**src/rtl/pwm_out_pkg.sv**
```systemverilog
// Purpose: shared constants and types for the motor pwm output stage
// Assumes: one 50 MHz clock, 16-bit registers reached by word index
// Notes:   masks give the implemented bits of each register

`default_nettype none

package pwm_out_pkg;

	localparam int          CLK_HZ         = 50_000_000;
	localparam int          PAIRS          = 3;
	localparam int          ADDR_W         = 4;

	// register word indices
	localparam logic [3:0]  IDX_DT_CTRL    = 4'h0;
	localparam logic [3:0]  IDX_DT_SEL     = 4'h1;
	localparam logic [3:0]  IDX_FAULT      = 4'h2;
	localparam logic [3:0]  IDX_OVERRIDE   = 4'h3;
	localparam logic [3:0]  IDX_DUTY1      = 4'h4;
	localparam logic [3:0]  IDX_DUTY2      = 4'h5;
	localparam logic [3:0]  IDX_DUTY3      = 4'h6;
	localparam logic [3:0]  IDX_AUX        = 4'h7;
	localparam int          REG_COUNT      = 8;

	// field positions
	localparam int          DTB_PS_LSB     = 14;
	localparam int          DTB_CNT_LSB    = 8;
	localparam int          DTA_PS_LSB     = 6;
	localparam int          DTA_CNT_LSB    = 0;
	localparam int          FORCE_LSB      = 8;
	localparam int          FAULT_MODE_BIT = 7;
	localparam int          GEN_SEL_LSB    = 8;
	localparam int          MANUAL_LSB     = 0;
	localparam int          INDEP_LSB      = 8;
	localparam int          OVERRIDE_SYNC_ENABLE_BIT      = 1;
	localparam int          FAULT_STAT_BIT = 15;

	// implemented bits, full instance and single-pair instance
	localparam logic [15:0] MASK_DT_CTRL   = 16'hffff;
	localparam logic [15:0] MASK_DT_SEL    = 16'h003f;
	localparam logic [15:0] MASK_DT_SEL_1  = 16'h0003;
	localparam logic [15:0] MASK_FAULT     = 16'h3f87;
	localparam logic [15:0] MASK_FAULT_1   = 16'h0381;
	localparam logic [15:0] MASK_OVR       = 16'h3f3f;
	localparam logic [15:0] MASK_OVR_1     = 16'h0303;
	localparam logic [15:0] MASK_DUTY      = 16'hffff;
	localparam logic [15:0] MASK_AUX       = 16'h0702;
	localparam logic [15:0] MASK_AUX_1     = 16'h0102;

	// reset values
	localparam logic [15:0] RST_ZERO       = 16'h0000;
	localparam logic [15:0] RST_OVR        = 16'h3f00;
	localparam logic [15:0] RST_OVR_1      = 16'h0300;

	// drive levels of one pin pair
	typedef struct packed {
		logic high;
		logic low;
	} pin_pair_s;

	// last count of a dead-time prescaler: 1, 2, 4 or 8 cycles per count
	function automatic logic [2:0] prescale_last(input logic [1:0] ps);
		logic [3:0] span;
		span = 4'h1 << ps;
		return 3'(span - 4'h1);
	endfunction : prescale_last

endpackage : pwm_out_pkg

`default_nettype wire

```
**src/rtl/motor_pwm_output_stage.sv**
```systemverilog
// Purpose: output stage of a motor pwm unit: duty, dead time, fault, override
// Assumes: time-base count and period pulse come from logic on CLK_I
// Notes:   pin level 1 means active; fault pin is synchronised here
//
// Added by the designer: the register addresses and the address-and-strobe port.

`timescale 1ns/1ps
`default_nettype none

// Operation
// - unit B dead-time clock is 1, 2, 4 or 8 cycles per count by prescale code
// - unit A dead-time clock uses its own prescale code with the same encoding
// - unit B 6-bit dead-time count sits in bits 13 to 8
// - unit A 6-bit dead-time count sits in bits 5 to 0
// - per generator, active-going edge takes unit B when its select is 1, else A
// - per generator, inactive-going edge takes unit B when its select is 1, else A
// - on fault, enabled outputs go to their programmed force values
// - fault mode 1 applies the fault override cycle by cycle
// - fault mode 0 latches the outputs at their force values
// - a pair obeys the fault only when its fault enable is set
// - select 1 gives pin to generator, 0 to manual bit; selects reset to 1
// - with select cleared the pin follows its manual level
// - three 16-bit duty values, read and write, resetting to zero
// - single-pair instance: pair 2 and 3 controls have no effect
// - unimplemented bits ignore writes and read zero
// - pair mode 0 is complementary with dead time, 1 is independent
// - overrides apply at the period boundary when sync is set, else next cycle
module motor_pwm_output_stage
	import pwm_out_pkg::*;
#(
	parameter bit SINGLE_PAIR = 1'b0
)(
	input  wire logic                CLK_I,
	input  wire logic                RESETN_I,
	input  wire logic [ADDR_W-1:0]   ADDR_I,
	input  wire logic [15:0]         WDATA_I,
	input  wire logic                WR_I,
	input  wire logic                RD_I,
	output logic      [15:0]         RDATA_O,
	input  wire logic [14:0]         TB_COUNT_I,
	input  wire logic                PERIOD_BOUNDARY_I,
	input  wire logic                FAULT_A_I,
	output logic      [PAIRS-1:0]    HIGH_SIDE_OUTPUT_O,
	output logic      [PAIRS-1:0]    LOW_SIDE_OUTPUT_O
);

	localparam logic [15:0] M_SEL  = SINGLE_PAIR ? MASK_DT_SEL_1 : MASK_DT_SEL;
	localparam logic [15:0] M_FLT  = SINGLE_PAIR ? MASK_FAULT_1 : MASK_FAULT;
	localparam logic [15:0] M_OVR  = SINGLE_PAIR ? MASK_OVR_1 : MASK_OVR;
	localparam logic [15:0] M_DUT2 = SINGLE_PAIR ? RST_ZERO : MASK_DUTY;
	localparam logic [15:0] M_AUX  = SINGLE_PAIR ? MASK_AUX_1 : MASK_AUX;
	localparam logic [15:0] R_OVR  = SINGLE_PAIR ? RST_OVR_1 : RST_OVR;

	logic [15:0] regs_ff [REG_COUNT];
	logic [15:0] nxt_regs [REG_COUNT];
	logic [15:0] rdata_ff;
	logic [15:0] nxt_rdata;
	logic [15:0] wmask;
	logic [2:0]  fault_sync_ff;
	logic        fault_lvl_ff;
	logic        nxt_fault_lvl;
	logic        fault_active_ff;
	logic        nxt_fault_active;
	logic        force_now;
	logic        fault_wr;
	logic [15:0] ovr_eff_ff;
	logic [15:0] nxt_ovr_eff;
	logic        ovr_take;
	pin_pair_s   pins_ff [PAIRS];
	pin_pair_s   nxt_pins [PAIRS];
	pin_pair_s   gen_pins [PAIRS];

	// writable bits of the addressed register
	always_comb
	begin
		unique case (ADDR_I)
			IDX_DT_CTRL:  wmask = MASK_DT_CTRL;
			IDX_DT_SEL:   wmask = M_SEL;
			IDX_FAULT:    wmask = M_FLT;
			IDX_OVERRIDE: wmask = M_OVR;
			IDX_DUTY1:    wmask = MASK_DUTY;
			IDX_DUTY2:    wmask = M_DUT2;
			IDX_DUTY3:    wmask = M_DUT2;
			IDX_AUX:      wmask = M_AUX;
			default:      wmask = RST_ZERO;
		endcase
	end

	// register writes and read data for the following cycle
	always_comb
	begin
		for (int i = 0; i < REG_COUNT; i++)
		begin
			nxt_regs[i] = regs_ff[i];
		end
		if (WR_I && ADDR_I < 4'(REG_COUNT))
		begin
			nxt_regs[ADDR_I[2:0]] = WDATA_I & wmask;
		end
		nxt_rdata = 16'h0000;
		if (RD_I && ADDR_I < 4'(REG_COUNT))
		begin
			nxt_rdata = regs_ff[ADDR_I[2:0]];
			if (ADDR_I == IDX_AUX)
			begin
				nxt_rdata[FAULT_STAT_BIT] = fault_active_ff;
			end
		end
	end

	always_ff @(posedge CLK_I or negedge RESETN_I)
	begin
		if (!RESETN_I)
		begin
			for (int i = 0; i < REG_COUNT; i++)
			begin
				regs_ff[i] <= RST_ZERO;
			end
			regs_ff[IDX_OVERRIDE[2:0]] <= R_OVR;
			rdata_ff <= 16'h0000;
		end
		else
		begin
			regs_ff  <= nxt_regs;
			rdata_ff <= nxt_rdata;
		end
	end

	assign RDATA_O = rdata_ff;

	// fault pin sync; level moves once stages two and three agree
	always_comb
	begin
		nxt_fault_lvl = fault_lvl_ff;
		if (fault_sync_ff[1] == fault_sync_ff[2])
		begin
			nxt_fault_lvl = fault_sync_ff[2];
		end
	end

	// fault override state; a new fault wins over any release
	assign fault_wr = WR_I && ADDR_I == IDX_FAULT;
	always_comb
	begin
		nxt_fault_active = fault_active_ff;
		if (fault_lvl_ff)
		begin
			nxt_fault_active = 1'b1;
		end
		else if (regs_ff[IDX_FAULT[2:0]][FAULT_MODE_BIT])
		begin
			if (PERIOD_BOUNDARY_I)
			begin
				nxt_fault_active = 1'b0;
			end
		end
		else if (fault_wr)
		begin
			nxt_fault_active = 1'b0;
		end
	end

	always_ff @(posedge CLK_I or negedge RESETN_I)
	begin
		if (!RESETN_I)
		begin
			fault_sync_ff   <= 3'h0;
			fault_lvl_ff    <= 1'b0;
			fault_active_ff <= 1'b0;
		end
		else
		begin
			fault_sync_ff   <= {fault_sync_ff[1:0], FAULT_A_I};
			fault_lvl_ff    <= nxt_fault_lvl;
			fault_active_ff <= nxt_fault_active;
		end
	end

	assign force_now = fault_lvl_ff | fault_active_ff;

	// working copy of the override register, taken at boundary or next cycle
	assign ovr_take = !regs_ff[IDX_AUX[2:0]][OVERRIDE_SYNC_ENABLE_BIT] || PERIOD_BOUNDARY_I;
	always_comb
	begin
		nxt_ovr_eff = ovr_eff_ff;
		if (ovr_take)
		begin
			nxt_ovr_eff = regs_ff[IDX_OVERRIDE[2:0]];
		end
	end

	always_ff @(posedge CLK_I or negedge RESETN_I)
	begin
		if (!RESETN_I)
		begin
			ovr_eff_ff <= R_OVR;
		end
		else
		begin
			ovr_eff_ff <= nxt_ovr_eff;
		end
	end

	// one generator with its dead-time counter per pair
	for (genvar g = 0; g < PAIRS; g++)
	begin : g_gen
		logic [15:0] duty;
		logic        raw;
		logic        gen_ff;
		logic [5:0]  dead_ff;
		logic [5:0]  nxt_dead;
		logic [2:0]  pre_ff;
		logic [2:0]  nxt_pre;
		logic [2:0]  pre_last_ff;
		logic [2:0]  nxt_pre_last;
		logic        use_b;
		logic        indep;
		logic [1:0]  ps_sel;
		logic [5:0]  cnt_sel;

		assign duty  = regs_ff[IDX_DUTY1[2:0] + 3'(g)];
		assign raw   = duty[15:1] > TB_COUNT_I;
		assign indep = regs_ff[IDX_AUX[2:0]][INDEP_LSB + g];
		// active edge uses the odd select, inactive edge the even one
		assign use_b = raw ? regs_ff[IDX_DT_SEL[2:0]][2*g+1]
		                   : regs_ff[IDX_DT_SEL[2:0]][2*g];
		assign ps_sel  = use_b ? regs_ff[IDX_DT_CTRL[2:0]][DTB_PS_LSB +: 2]
		                       : regs_ff[IDX_DT_CTRL[2:0]][DTA_PS_LSB +: 2];
		assign cnt_sel = use_b ? regs_ff[IDX_DT_CTRL[2:0]][DTB_CNT_LSB +: 6]
		                       : regs_ff[IDX_DT_CTRL[2:0]][DTA_CNT_LSB +: 6];

		// load dead time on a generator edge, then count prescaled ticks
		always_comb
		begin
			nxt_dead     = dead_ff;
			nxt_pre      = pre_ff;
			nxt_pre_last = pre_last_ff;
			if (raw != gen_ff && !indep)
			begin
				nxt_dead     = cnt_sel;
				nxt_pre      = 3'h0;
				nxt_pre_last = prescale_last(ps_sel);
			end
			else if (dead_ff != 6'h00)
			begin
				if (pre_ff == pre_last_ff)
				begin
					nxt_pre  = 3'h0;
					nxt_dead = dead_ff - 6'h01;
				end
				else
				begin
					nxt_pre = pre_ff + 3'h1;
				end
			end
		end

		always_ff @(posedge CLK_I or negedge RESETN_I)
		begin
			if (!RESETN_I)
			begin
				gen_ff      <= 1'b0;
				dead_ff     <= 6'h00;
				pre_ff      <= 3'h0;
				pre_last_ff <= 3'h0;
			end
			else
			begin
				gen_ff      <= raw;
				dead_ff     <= nxt_dead;
				pre_ff      <= nxt_pre;
				pre_last_ff <= nxt_pre_last;
			end
		end

		// complementary pair holds both sides off during dead time
		always_comb
		begin
			if (indep)
			begin
				gen_pins[g].high = gen_ff;
				gen_pins[g].low  = gen_ff;
			end
			else
			begin
				gen_pins[g].high = gen_ff && dead_ff == 6'h00;
				gen_pins[g].low  = !gen_ff && dead_ff == 6'h00;
			end
		end

		// pin choice: fault, then manual override, then generator
		always_comb
		begin
			nxt_pins[g].high = ovr_eff_ff[GEN_SEL_LSB + 2*g + 1] ? gen_pins[g].high
			                                                     : ovr_eff_ff[MANUAL_LSB + 2*g + 1];
			nxt_pins[g].low  = ovr_eff_ff[GEN_SEL_LSB + 2*g] ? gen_pins[g].low
			                                                 : ovr_eff_ff[MANUAL_LSB + 2*g];
			if (force_now && regs_ff[IDX_FAULT[2:0]][g])
			begin
				nxt_pins[g].high = regs_ff[IDX_FAULT[2:0]][FORCE_LSB + 2*g + 1];
				nxt_pins[g].low  = regs_ff[IDX_FAULT[2:0]][FORCE_LSB + 2*g];
			end
			if (SINGLE_PAIR && g != 0)
			begin
				nxt_pins[g] = '0;
			end
		end

		always_ff @(posedge CLK_I or negedge RESETN_I)
		begin
			if (!RESETN_I)
			begin
				pins_ff[g] <= '0;
			end
			else
			begin
				pins_ff[g] <= nxt_pins[g];
			end
		end

		assign HIGH_SIDE_OUTPUT_O[g] = pins_ff[g].high;
		assign LOW_SIDE_OUTPUT_O[g]  = pins_ff[g].low;

	end
endmodule : motor_pwm_output_stage

`default_nettype wire

```
**config.mk**
```make
export PLATFORM = sky130hd
export DESIGN_NAME = motor_pwm_output_stage
export DESIGN_NICKNAME = d
export VERILOG_FILES = /design/src/rtl/pwm_out_pkg.sv /design/src/rtl/motor_pwm_output_stage.sv
export SDC_FILE = /design/constraint.sdc
export NUM_CORES = 1
export LEC_CHECK = 0
export ABC_AREA = 0
export BUFFER_PORTS_ARGS = -buffer_cell sky130_fd_sc_hd__buf_4
export CELL_PAD_IN_SITES_DETAIL_PLACEMENT = 0
export CELL_PAD_IN_SITES_GLOBAL_PLACEMENT = 2
export CORE_UTILIZATION = 44
export DETAILED_ROUTE_END_ITERATION = 8
export HOLD_SLACK_MARGIN = 0.08
export PLACE_DENSITY_LB_ADDON = 0.1
export SLEW_MARGIN = 0
export SYNTH_ARGS = -nofsm -noshare
export SYNTH_HDL_FRONTEND = slang
export SYNTH_SLANG_ARGS = --single-unit
```
**constraint.sdc**
```tcl
create_clock -name CLK_I -period 5.77 [get_ports CLK_I]
set_clock_uncertainty 0.05 [all_clocks]
set_input_delay 1.731 -clock CLK_I [delete_from_list [all_inputs] [get_ports CLK_I]]
set_output_delay 1.731 -clock CLK_I [all_outputs]
set_load 0.05 [all_outputs]
```
==> results.md, run 1 <==
- Initial Util: 0.4513
- Most frequent cell after synthesis: dfrtp_1
- Avg Vias per Cell: 5.160
- Buffers on Ports: 62
- Worst-path clk slew: 0.06 ns
- Vias in the first global route: 7061
- Worst path cell trace: buf_4 > inv_1 > ha_1 > nand4_1 > nor3_2 > o31ai_1 > a32oi_2 > mux2i_4 > mux2_1 > mux2_2
- Synth area leaders: dfrtp_1 (47%), mux4_2 (7.0%), nand2_1 (6.4%)
- Routed via count: 6935
- Tcrit/Tclk final: 0.7114
- Peak fanout along the critical path: 9
- Layout cells sized above 1: 0.1726
- Clk_lat worst skew: 0.52 ns
- Buf+Inv Stages, Crit Path: 2
- Library cell with the largest summed area after synthesis: dfrtp_1
- Num ports: 63
- Setup CP Type: input port to flip-flop
- Mapped Avg Cell Area: 10.72 um^2
- CP startpoint kind: input port
- Mapped Area: 10280 um^2
- CP arrival: 4.45 ns
- Routability cong.: 0.8088
- Worst Hold Class: flip-flop to flip-flop
- Syn nets: 1051
- Dominant synthesized flop cell: dfrtp_1
- Drt first pass iters: 4
- Final HPWL DP: 18.92 mm
- Syn. warnings: 0
- Worst IR drop on VDD: 246.8 uV
- Maximum Capacitance Violations: 0
- Ant. Diodes: 0
- Design Area, Final: 11830 um^2
- Crit-path leading delay family: multiplexers
- Crit path max-delay cell type: mux2i_4
- Number of synthesized flops with an enable pin: 0
- Commonest cells in the netlist: dfrtp_1 (194), nand2_1 (175), o21ai_0 (106)
- Synth Instances: 959
- Tot GR Track Use: 0.2335
- CTS tree: built
- DIE AREA: 23980 um^2
- Headroom to the max-slew limit: 0.2514
- Htree depth: 1
- DRC violations left: 0
- Setup Fix Bufs, Post-CTS: 0
- Final-report max-slew violation count: 0
- Fmax: 0.2436 GHz
- Total gr overflow: 0
- Initial DRC count: 342
- Unrepaired setup endpoints after global routing: false
- Global-route wire length before repair: 42.21 mm
- Flip-flop and latch count after synthesis: 206
- Post-layout min period: 4.105 ns
- Pwr Density: 384.4 nW/um^2
- Worst-Margin Slew: 1.120 ns
- Max Root-Sink Buffers: 3
- Dpl ws: 1.143 ns
- CP max stage delay: 0.55 ns
- Sequential-to-total area share from yosys stat: 0.5029
- Placed instance area: 11050 um^2
- Required time worst endpoint: 6.11 ns
- CTS Root Cell: clkbuf_16
- Core area: 22780 um^2
- Finish-stage setup viols: 0
- CTS Sinks: 206
- Hold Buf Count CTS: 0
- Status: finished, final reports clean
- Die Height: 154.9 um
- DR WL/cell: 19.73 um
- Hold Vio Cnt, Final: 0
- Num CTS Buffers: 24
- Post-synth top area share: 0.4722
- P_leak: 0.005630 uW
- Setup WS post-layout: 1.665 ns
- Row cnt: 55
- Ys async rst share: 1.000
- Final nets: 1105
- Setup TNS: 0 ns
- Post-DRT Antenna Nets: 0
- Pin count of the biggest net entering global routing: 114
- Post-CTS resize count: 0
- DRT Wirelength: 26.51 mm
- Distinct cells, synth: 46
- Die width: 154.9 um
- Antenna violations before repair: 0
- Area growth, synth to finish: 15.10%
- Crit. End Element: flip-flop
## flip-flops by register name (all words and copies together), names as in the netlist
name / cells
regs_ff: 77
g_gen.duty: 48
g_gen.dead_ff: 18
RDATA_O: 16
ovr_eff_ff: 12
g_gen.pre_ff: 9
g_gen.pre_last_ff: 9
HIGH_SIDE_OUTPUT_O: 3
LOW_SIDE_OUTPUT_O: 3
fault_sync_ff: 3
g_gen.gen_ff: 3
g_gen.indep: 3
fault_active_ff: 1
fault_lvl_ff: 1
## layer usage
metal  track usage  vias up  wire length, um
met4       0.04102        0              311
met5             0        -                0
li1              -     3458                -
met3       0.02646       21             1061
met1        0.3534     3338            13020
met2        0.3663      118            12120
## where the power goes
group          internal [uW]  leakage, uW  total [uW]  switching (uW)
clock                    893     0.000379        1490             592
sequential              1690      0.00271        1920             225
combinational            499      0.00254        1150             646
## worst reg2reg max path: stages, from the launching register on
cell and delay (ns):
dfrtp_1 0.42, ha_1 0.31, nand4_1 0.17, nor3_2 0.30
o31ai_1 0.14, a32oi_2 0.48, mux2i_4 0.55, mux2_1 0.36
mux2_2 0.26
## path summary, 6_finish.rpt
check / from / cells past startpoint / slack, ns / end
hold / removal: fault_sync_ff[0] / 0 / 0.30 / fault_sync_ff[1]
max in group asynchronous: RESETN_I / 2 / 3.29 / regs_ff[77]
setup / recovery: TB_COUNT_I[12] / 10 / 1.66 / g_gen[0].pre_last_ff[1]
min in group asynchronous: RESETN_I / 1 / 1.30 / g_gen[1].duty[13]
setup reg to reg: g_gen[0].duty[14] / 8 / 2.60 / g_gen[0].pre_last_ff[1]
hold reg to reg: fault_sync_ff[0] / 0 / 0.30 / fault_sync_ff[1]
## per-stage QoR
step	total power [uW]	hold WS, ns	std cells	util
final	4548	0.2978	1344	0.5195
after global routing	4833	0.3037	1344	0.5195
after CTS	4605	0.3016	1344	0.5195
after detailed placement	3093	0.2895	1300	0.4852
after global placement	3084	0.2869	1300	0.4852
after floorplan	2733	0.2812	959	-
## kinds of logic after synthesis
logic type,after synthesis,synth area share
adders and majority gates,52,0.06305
AOI/OAI and AO/OA,162,0.08703
muxes,112,0.1537
buffers and inverters,69,0.02580
DFF,206,0.5029
xor gates and xnor gates,25,0.02130
and+or+nand+nor,333,0.1462
## cell usage in the layout, fill, tap and decap left out, drive strengths merged, types with 18 or more instances in the layout
master  netlist  final
clkbuf       30     40
and2         31     31
inv          27     27
o21ai       107    107
mux2         18     18
a21oi        31     31
dfrtp       194    194
mux2i        62     62
ha           51     51
nor2         62     62
nand2       175    175
mux4         32     32
buf          12     69
## cell type report
| class | count | area (um^2) |
|---|---|---|
| Tap cell | 313 | 391.6 |
| Timing Repair Buffer | 70 | 544.3 |
| Clock inverter | 5 | 63.81 |
| Sequential cell | 206 | 5170 |
| Multi-Input combinational cell | 684 | 4845 |
| Clock buffer | 39 | 716.9 |
| Inverter | 27 | 101.3 |
| Fill cell | 2116 | 10950 |
No activity file was read; power rests on OpenSTA's default activity.
==> run 2: changes to the inputs <==
--- a/config.mk
+++ b/config.mk
@@ -9,7 +9,7 @@
 export BUFFER_PORTS_ARGS = -buffer_cell sky130_fd_sc_hd__buf_4
 export CELL_PAD_IN_SITES_DETAIL_PLACEMENT = 0
 export CELL_PAD_IN_SITES_GLOBAL_PLACEMENT = 2
-export CORE_UTILIZATION = 44
+export CORE_UTILIZATION = 37
 export DETAILED_ROUTE_END_ITERATION = 8
 export HOLD_SLACK_MARGIN = 0.08
 export PLACE_DENSITY_LB_ADDON = 0.1
==> constraint.sdc (replaced) <==
create_clock -name CLK_I -period 3.7 [get_ports CLK_I]
set_clock_uncertainty 0.05 [all_clocks]
set_input_delay 1.11 -clock CLK_I [delete_from_list [all_inputs] [get_ports CLK_I]]
set_output_delay 1.11 -clock CLK_I [all_outputs]
set_load 0.05 [all_outputs]
==> results.md, run 2 (synthesis results as in run 1) <==
- Num CTS Buffers: 24 (unchanged)
- CTS Root Cell: clkbuf_16 (unchanged)
- Sequential share of power: 0.420 (was 0.422)
- CP arrival: 3.69 ns (was 4.45 ns)
- Fmax: 0.2985 GHz
- Multi-input gate area: 4845 um^2 (unchanged)
- HP Start: fault_sync_ff[0] (unchanged)
- Row cnt: 60 (was 55)
- Vias in the first global route: 7272 (was 7061)
- Tot Pwr: 7141 uW (was 4548 uW)
- Post-CTS resize count: 0 (unchanged)
- Worst R2R End: g_gen[1].pre_last_ff[2] (was g_gen[0].pre_last_ff[1])
- Htree depth: 1 (unchanged)
- Met1 Usage GRT: 0.3099 (was 0.3534)
- Worst-path clk slew: 0.06 ns (about the same)
- Setup Fix Bufs, Post-CTS: 0 (unchanged)
- Layout cells sized above 1: 0.1909 (was 0.1726)
- Final-report max-slew violation count: 0 (unchanged)
- Drt first pass iters: 4 (unchanged)
- Final HPWL DP: 20.82 mm (was 18.92 mm)
- Int Pwr: 4844 uW (was 3085 uW)
- Finish-stage setup viols: 0 (unchanged)
- Reg with most FFs: regs_ff (unchanged)
- Fillers: 2598 (was 2116)
- Area growth, synth to finish: 17.90% (was 15.10%)
- Antenna violations before repair: 1 (was 0)
- Hold Buf Count CTS: 0 (unchanged)
- Peak fanout along the critical path: 5 (was 9)
- Global route hottest layer: met2 (unchanged)
- Internal reg-to-reg setup slack: 0.68 ns (was 2.60 ns)
- Buffers on Ports: 62 (unchanged)
- Most frequent cells in the layout: dfrtp_1 (194), nand2_1 (175), o21ai_0 (106), buf_4 (93), nor2_1 (62) (was dfrtp_1 (194), nand2_1 (175), o21ai_0 (106), buf_4 (68), nor2_1 (62))
- Routed via count: 7065 (was 6935)
- Pin count of the biggest net entering global routing: 78 (was 114)
- CP startpoint kind: input port (unchanged)
- Comb pwr share: 0.259 (was 0.252)
- Crit. End Element: flip-flop (unchanged)
- Initial DRC count: 386 (was 342)
- CTS tree: built (unchanged)
- Core area: 27100 um^2 (was 22780 um^2)
- Clk pwr share: 0.320 (was 0.327)
- DIE AREA: 28450 um^2 (was 23980 um^2)
- Global-route wire length before repair: 44.23 mm (was 42.21 mm)
- Max reg flops: 77 (unchanged)
- Setup CP Type: input port to flip-flop (unchanged)
- Ant. Diodes: 0 (unchanged)
- Final nets: 1132 (was 1105)
- Pwr Density: 589.2 nW/um^2 (was 384.4 nW/um^2)
- P_leak: 0.005763 uW (was 0.005630 uW)
- Hold Path Depth: 0 (unchanged)
- Hold endpoint: fault_sync_ff[1] (unchanged)
- Routability cong.: 0.7739 (was 0.8088)
- Worst Hold Class: flip-flop to flip-flop (unchanged)
- Total gr overflow: 0 (unchanged)
- Tcrit/Tclk final: 0.9054
- CTS Sinks: 206 (unchanged)
- Unrepaired setup endpoints after global routing: false (unchanged)
- Post-DRT Antenna Nets: 0 (unchanged)
- Register area: 5170 um^2 (unchanged)
- DR WL/cell: 19.77 um (was 19.73 um)
- Max Root-Sink Buffers: 3 (unchanged)
- Num ports: 63 (unchanged)
- Switching Share: 0.3217 (was 0.3218)
- Clk_lat worst skew: 0.51 ns (was 0.52 ns)
- DRT Wirelength: 28.26 mm (was 26.51 mm)
- Die Height: 168.7 um (was 154.9 um)
- Commonest non-fill, non-tap cell in the layout: dfrtp_1 (unchanged)
- Die width: 168.7 um (was 154.9 um)
- Met3 Resource Use GR: 0.02572 (was 0.02646)
- FF-to-FF Start: g_gen[1].duty[15] (was g_gen[0].duty[14])
- Maximum Capacitance Violations: 0 (unchanged)
- Initial Util: 0.3793 (was 0.4513)
- Status: finished, final reports clean (unchanged)
- DRC violations left: 0 (unchanged)
- Worst Reg2Reg Path Length in Cells: 9 (was 8)
- Headroom to the max-slew limit: 0.4558 (was 0.2514)
- Tot GR Track Use: 0.2064 (was 0.2335)
- Worst IR drop on VDD: 333.8 uV (was 246.8 uV)
- Sw Pwr: 2297 uW (was 1464 uW)
- Required time worst endpoint: 4.04 ns (was 6.11 ns)
- Hold WS: 0.3109 ns (was 0.2978 ns)
- Post-layout min period: 3.350 ns
- Worst-Margin Slew: 0.8163 ns (was 1.120 ns)
- Met2 usage: 0.3166 (was 0.3663)
- Hold Vio Cnt, Final: 0 (unchanged)
- Avg Vias per Cell: 4.941 (was 5.160)
## run 2: worst max path at each step
| stage | slack [ns] | endpoint | startpoint |
|---|---|---|---|
| after floorplan | 0.10 | g_gen[1].pre_last_ff[1] | TB_COUNT_I[14] |
| after global placement | -0.05 | g_gen[1].pre_last_ff[2] | TB_COUNT_I[14] |
| after detailed placement | -0.11 | g_gen[1].dead_ff[4] | TB_COUNT_I[14] |
| after CTS | 0.44 | g_gen[1].dead_ff[4] | TB_COUNT_I[14] |
| after global routing | 0.20 | g_gen[1].dead_ff[4] | TB_COUNT_I[14] |
| final | 0.35 | g_gen[1].pre_last_ff[2] | TB_COUNT_I[14] |
## run 2: area by class of cell
type / count / share of cell area
tap: 372 / 0.03840
inverter: 27 / 0.008362
timing repair buffer: 97 / 0.06369
multi-input combinational: 684 / 0.3997
sequential: 206 / 0.4266
clock buffer: 44 / 0.06328
## run 2: power groups by stage
stage	combinational, uW	clock (uW)	sequential, uW
2_1_floorplan	1270	0	2990
3_3_place_gp	1860	0	3040
3_5_place_dp	1870	0	3040
5_1_grt	2090	2430	3050
6_report	1850	2290	3000
4_1_cts	1880	2350	3000
## run 2: metal layers
metal  vias to the layer above  share of wire
met1                      3417           0.51
met5                         -              0
met4                         0          0.022
met2                       110           0.44
li1                       3505              -
met3                        33          0.028
## run 2: worst max-delay path, stage by stage
cell	delay, ns
buf_4	0.08
inv_1	0.06
ha_1	0.32
nand4_1	0.20
nor3_2	0.35
o31ai_2	0.14
a32oi_2	0.40
buf_4	0.19
xnor2_1	0.05
nor2_1	0.40
mux2_2	0.39
## run 2: stage by stage
stage | utilization | cell area, um^2 | std cells | TNS, ns | worst slack [ns]
after detailed placement | 0.4189 | 11350 | 1386 | -0.9038 | -0.1141
after CTS | 0.4472 | 12120 | 1430 | 0 | 0.4362
after global routing | 0.4472 | 12120 | 1430 | 0 | 0.2014
after floorplan | - | 10280 | 959 | 0 | 0.1013
after global placement | 0.4189 | 11350 | 1386 | -0.3348 | -0.04705
final | 0.4472 | 12120 | 1430 | 0 | 0.3499
==> run 3: changes to the inputs <==
--- a/config.mk
+++ b/config.mk
@@ -7,6 +7,7 @@
 export LEC_CHECK = 0
 export ABC_AREA = 0
 export BUFFER_PORTS_ARGS = -buffer_cell sky130_fd_sc_hd__buf_4
+export CAP_MARGIN = 20
 export CELL_PAD_IN_SITES_DETAIL_PLACEMENT = 0
 export CELL_PAD_IN_SITES_GLOBAL_PLACEMENT = 2
 export CORE_UTILIZATION = 37
==> constraint.sdc (replaced) <==
create_clock -name CLK_I -period 3.7 [get_ports CLK_I]
set_clock_uncertainty 0.05 [all_clocks]
set_input_delay 0.37 -clock CLK_I [delete_from_list [all_inputs] [get_ports CLK_I]]
set_output_delay 0.37 -clock CLK_I [all_outputs]
set_load 0.05 [all_outputs]
==> results.md, run 3 (synthesis results as in run 1) <==
- CP startpoint kind: flip-flop (was input port)
- Worst IR drop on VDD: 328.2 uV (was 333.8 uV)
- Htree depth: 1 (unchanged)
- CP most frequent cell: mux2_4 (was buf_4)
- Setup CP Type: flip-flop to flip-flop (was input port to flip-flop)
- CTS tree: built (unchanged)
- Buffers on Ports: 62 (unchanged)
- Reg with most FFs: regs_ff (unchanged)
- Fillers: 2616 (was 2598)
- Area growth, synth to finish: 18.06% (was 17.90%)
- Core area: 27100 um^2 (unchanged)
- Clk_lat worst skew: 0.53 ns (was 0.51 ns)
- Placed instance area: 11220 um^2 (was 11350 um^2)
- DRT Wirelength: 28.21 mm (was 28.26 mm)
- First element of the critical path: g_gen[2].duty[15] (was TB_COUNT_I[14])
- Fmax: 0.3296 GHz (was 0.2985 GHz)
- Peak fanout along the critical path: 9 (was 5)
- Met2 usage: 0.3196 (was 0.3166)
- Worst-Margin Slew: 0.9338 ns (was 0.8163 ns)
- Switching Share: 0.3165 (was 0.3217)
- Sequential share of power: 0.404 (was 0.420)
- Global-route wire length before repair: 44.91 mm (was 44.23 mm)
- Met1 Usage GRT: 0.3168 (was 0.3099)
- Ant. Diodes: 0 (unchanged)
- Post-DRT Antenna Nets: 0 (unchanged)
- Maximum Capacitance Violations: 0 (unchanged)
- Num ports: 63 (unchanged)
- Layout cells sized above 1: 0.1853 (was 0.1909)
- Setup crit end: g_gen[2].pre_last_ff[1] (was g_gen[1].pre_last_ff[2])
- Worst Hold Class: input port to flip-flop (was flip-flop to flip-flop)
- Row cnt: 60 (unchanged)
- Headroom to the max-slew limit: 0.3760 (was 0.4558)
- Hold Vio Cnt, Final: 0 (unchanged)
- Drt first pass iters: 4 (unchanged)
- Status: finished, final reports clean (unchanged)
- CP max stage delay: 0.55 ns (was 0.40 ns)
- Final nets: 1121 (was 1132)
- Max reg flops: 77 (unchanged)
- FF-to-FF Start: g_gen[2].duty[15] (was g_gen[1].duty[15])
- Commonest non-fill, non-tap cell in the layout: dfrtp_1 (unchanged)
- Global route hottest layer: met2 (unchanged)
- Vias in the first global route: 7273 (was 7272)
- Design Area, Final: 12140 um^2 (was 12120 um^2)
- Required time worst endpoint: 4.05 ns (was 4.04 ns)
- Sw Pwr: 2349 uW (was 2297 uW)
- Die width: 168.7 um (unchanged)
- Num CTS Buffers: 25 (was 24)
- Routed via count: 6997 (was 7065)
- Tot GR Track Use: 0.2088 (was 0.2064)
- Worst Reg2Reg Path Length in Cells: 8 (was 9)
- Pwr Density: 611.5 nW/um^2 (was 589.2 nW/um^2)
- Final-report max-slew violation count: 0 (unchanged)
- Tcrit/Tclk final: 0.8200 (was 0.9054)
- Max Root-Sink Buffers: 3 (unchanged)
- Antenna violations before repair: 0 (was 1)
- Worst R2R End: g_gen[2].pre_last_ff[1] (was g_gen[1].pre_last_ff[2])
- Most frequent cells in the layout: dfrtp_1 (194), nand2_1 (175), o21ai_0 (106), buf_4 (79), nor2_1 (62) (was dfrtp_1 (194), nand2_1 (175), o21ai_0 (106), buf_4 (93), nor2_1 (62))
- Routability cong.: 0.7686 (was 0.7739)
- CTS Sinks: 206 (unchanged)
- Post-CTS resize count: 0 (unchanged)
- Unrepaired setup endpoints after global routing: false (unchanged)
- Internal reg-to-reg setup slack: 0.67 ns (was 0.68 ns)
- DIE AREA: 28450 um^2 (unchanged)
- Initial DRC count: 327 (was 386)
- DRC violations left: 0 (unchanged)
- P_leak: 0.005754 uW (was 0.005763 uW)
- Crit. End Element: flip-flop (unchanged)
- Total gr overflow: 0 (unchanged)
- Hold Buf Count CTS: 3 (was 0)
- DR WL/cell: 19.88 um (was 19.77 um)
- Buf+Inv Stages, Crit Path: 0 (was 3)
- Setup TNS: 0 ns (unchanged)
- Met3 Resource Use GR: 0.02478 (was 0.02572)
- Final HPWL DP: 20.50 mm (was 20.82 mm)
- Die Height: 168.7 um (unchanged)
- Setup Fix Bufs, Post-CTS: 0 (unchanged)
- Crit path max-delay cell type: mux2i_4 (was a32oi_2)
- Finish-stage setup viols: 0 (unchanged)
- Comb pwr share: 0.243 (was 0.259)
- CP arrival: 3.39 ns (was 3.69 ns)
- Clk pwr share: 0.352 (was 0.320)
- Int Pwr: 5073 uW (was 4844 uW)
- Initial Util: 0.3793 (unchanged)
- Crit-path leading delay family: multiplexers (was simple AND/OR/NAND/NOR gates)
- Worst path cell trace: ha_1 > nand4_1 > nor3_2 > o31ai_1 > a32oi_2 > mux2i_4 > mux2_4 > mux2_4 (was buf_4 > inv_1 > ha_1 > nand4_1 > nor3_2 > o31ai_2 > a32oi_2 > buf_4 > xnor2_1 > nor2_1 > mux2_2)
- CTS Root Cell: clkbuf_16 (unchanged)
- Avg Vias per Cell: 4.931 (was 4.941)
- Worst-path clk slew: 0.06 ns (about the same)
- Pin count of the biggest net entering global routing: 97 (was 78)
- WP depth: 8 (was 11)
- Post-layout min period: 3.034 ns (was 3.350 ns)
run 3: layout make-up:
type                            count  area [um^2]  area share
Sequential cell                   206         5170      0.4260
Multi-Input combinational cell    684         4845      0.3992
Clock buffer                       37        730.7     0.06021
Timing Repair Buffer               85        676.9     0.05577
Tap cell                          372        465.4     0.03835
Clock inverter                      8        147.6     0.01217
Inverter                           27        101.3    0.008351
run 3: worst reg2reg max path: cells and delay by family (launching register included):
| family | cells | cell delay (ns) |
|---|---|---|
| AOI/OAI and AO/OA | 2 | 0.54 |
| and+or+nand+nor | 2 | 0.46 |
| muxes | 3 | 1.14 |
| DFF | 1 | 0.40 |
| adders and majority gates | 1 | 0.33 |
run 3: power by group through the flow:
| stage | clock [uW] | combinational (uW) | sequential (uW) |
|---|---|---|---|
| 2_1_floorplan | 0 | 1270 | 2990 |
| 3_3_place_gp | 0 | 1820 | 3040 |
| 3_5_place_dp | 0 | 1820 | 3040 |
| 4_1_cts | 2680 | 1840 | 3000 |
| 5_1_grt | 2760 | 2040 | 3050 |
| 6_report | 2610 | 1810 | 3000 |
run 3: worst min path at each step:
stage | from | endpoint | slack [ns] | depth (start not counted)
2_1_floorplan | RESETN_I | HIGH_SIDE_OUTPUT_O[0] | 0.02 | 0
3_3_place_gp | fault_sync_ff[0] | fault_sync_ff[1] | 0.28 | 0
3_5_place_dp | fault_sync_ff[0] | fault_sync_ff[1] | 0.29 | 0
4_1_cts | PERIOD_BOUNDARY_I | fault_active_ff | 0.14 | 3
5_1_grt | WDATA_I[14] | regs_ff[126] | 0.17 | 3
6_report | PERIOD_BOUNDARY_I | fault_active_ff | 0.16 | 3
run 3: layer usage:
| metal | vias up | wire length [um] |
|---|---|---|
| met5 | - | 0 |
| met4 | 0 | 516 |
| met3 | 25 | 838 |
| met2 | 96 | 12560 |
| met1 | 3389 | 14300 |
| li1 | 3487 | - |
run 3: per-stage QoR:
stage / total power, uW / worst slack [ns] / hold WS (ns) / util / cells
final: 7421 / 0.6659 / 0.1597 / 0.4478 / 1419
after global routing: 7857 / 0.4552 / 0.1673 / 0.4478 / 1419
after CTS: 7525 / 0.6396 / 0.1399 / 0.4476 / 1418
after detailed placement: 4866 / 0.5555 / 0.2871 / 0.4140 / 1370
after global placement: 4864 / 0.5628 / 0.2843 / 0.4140 / 1370
after floorplan: 4262 / 0.8413 / 0.02441 / - / 959
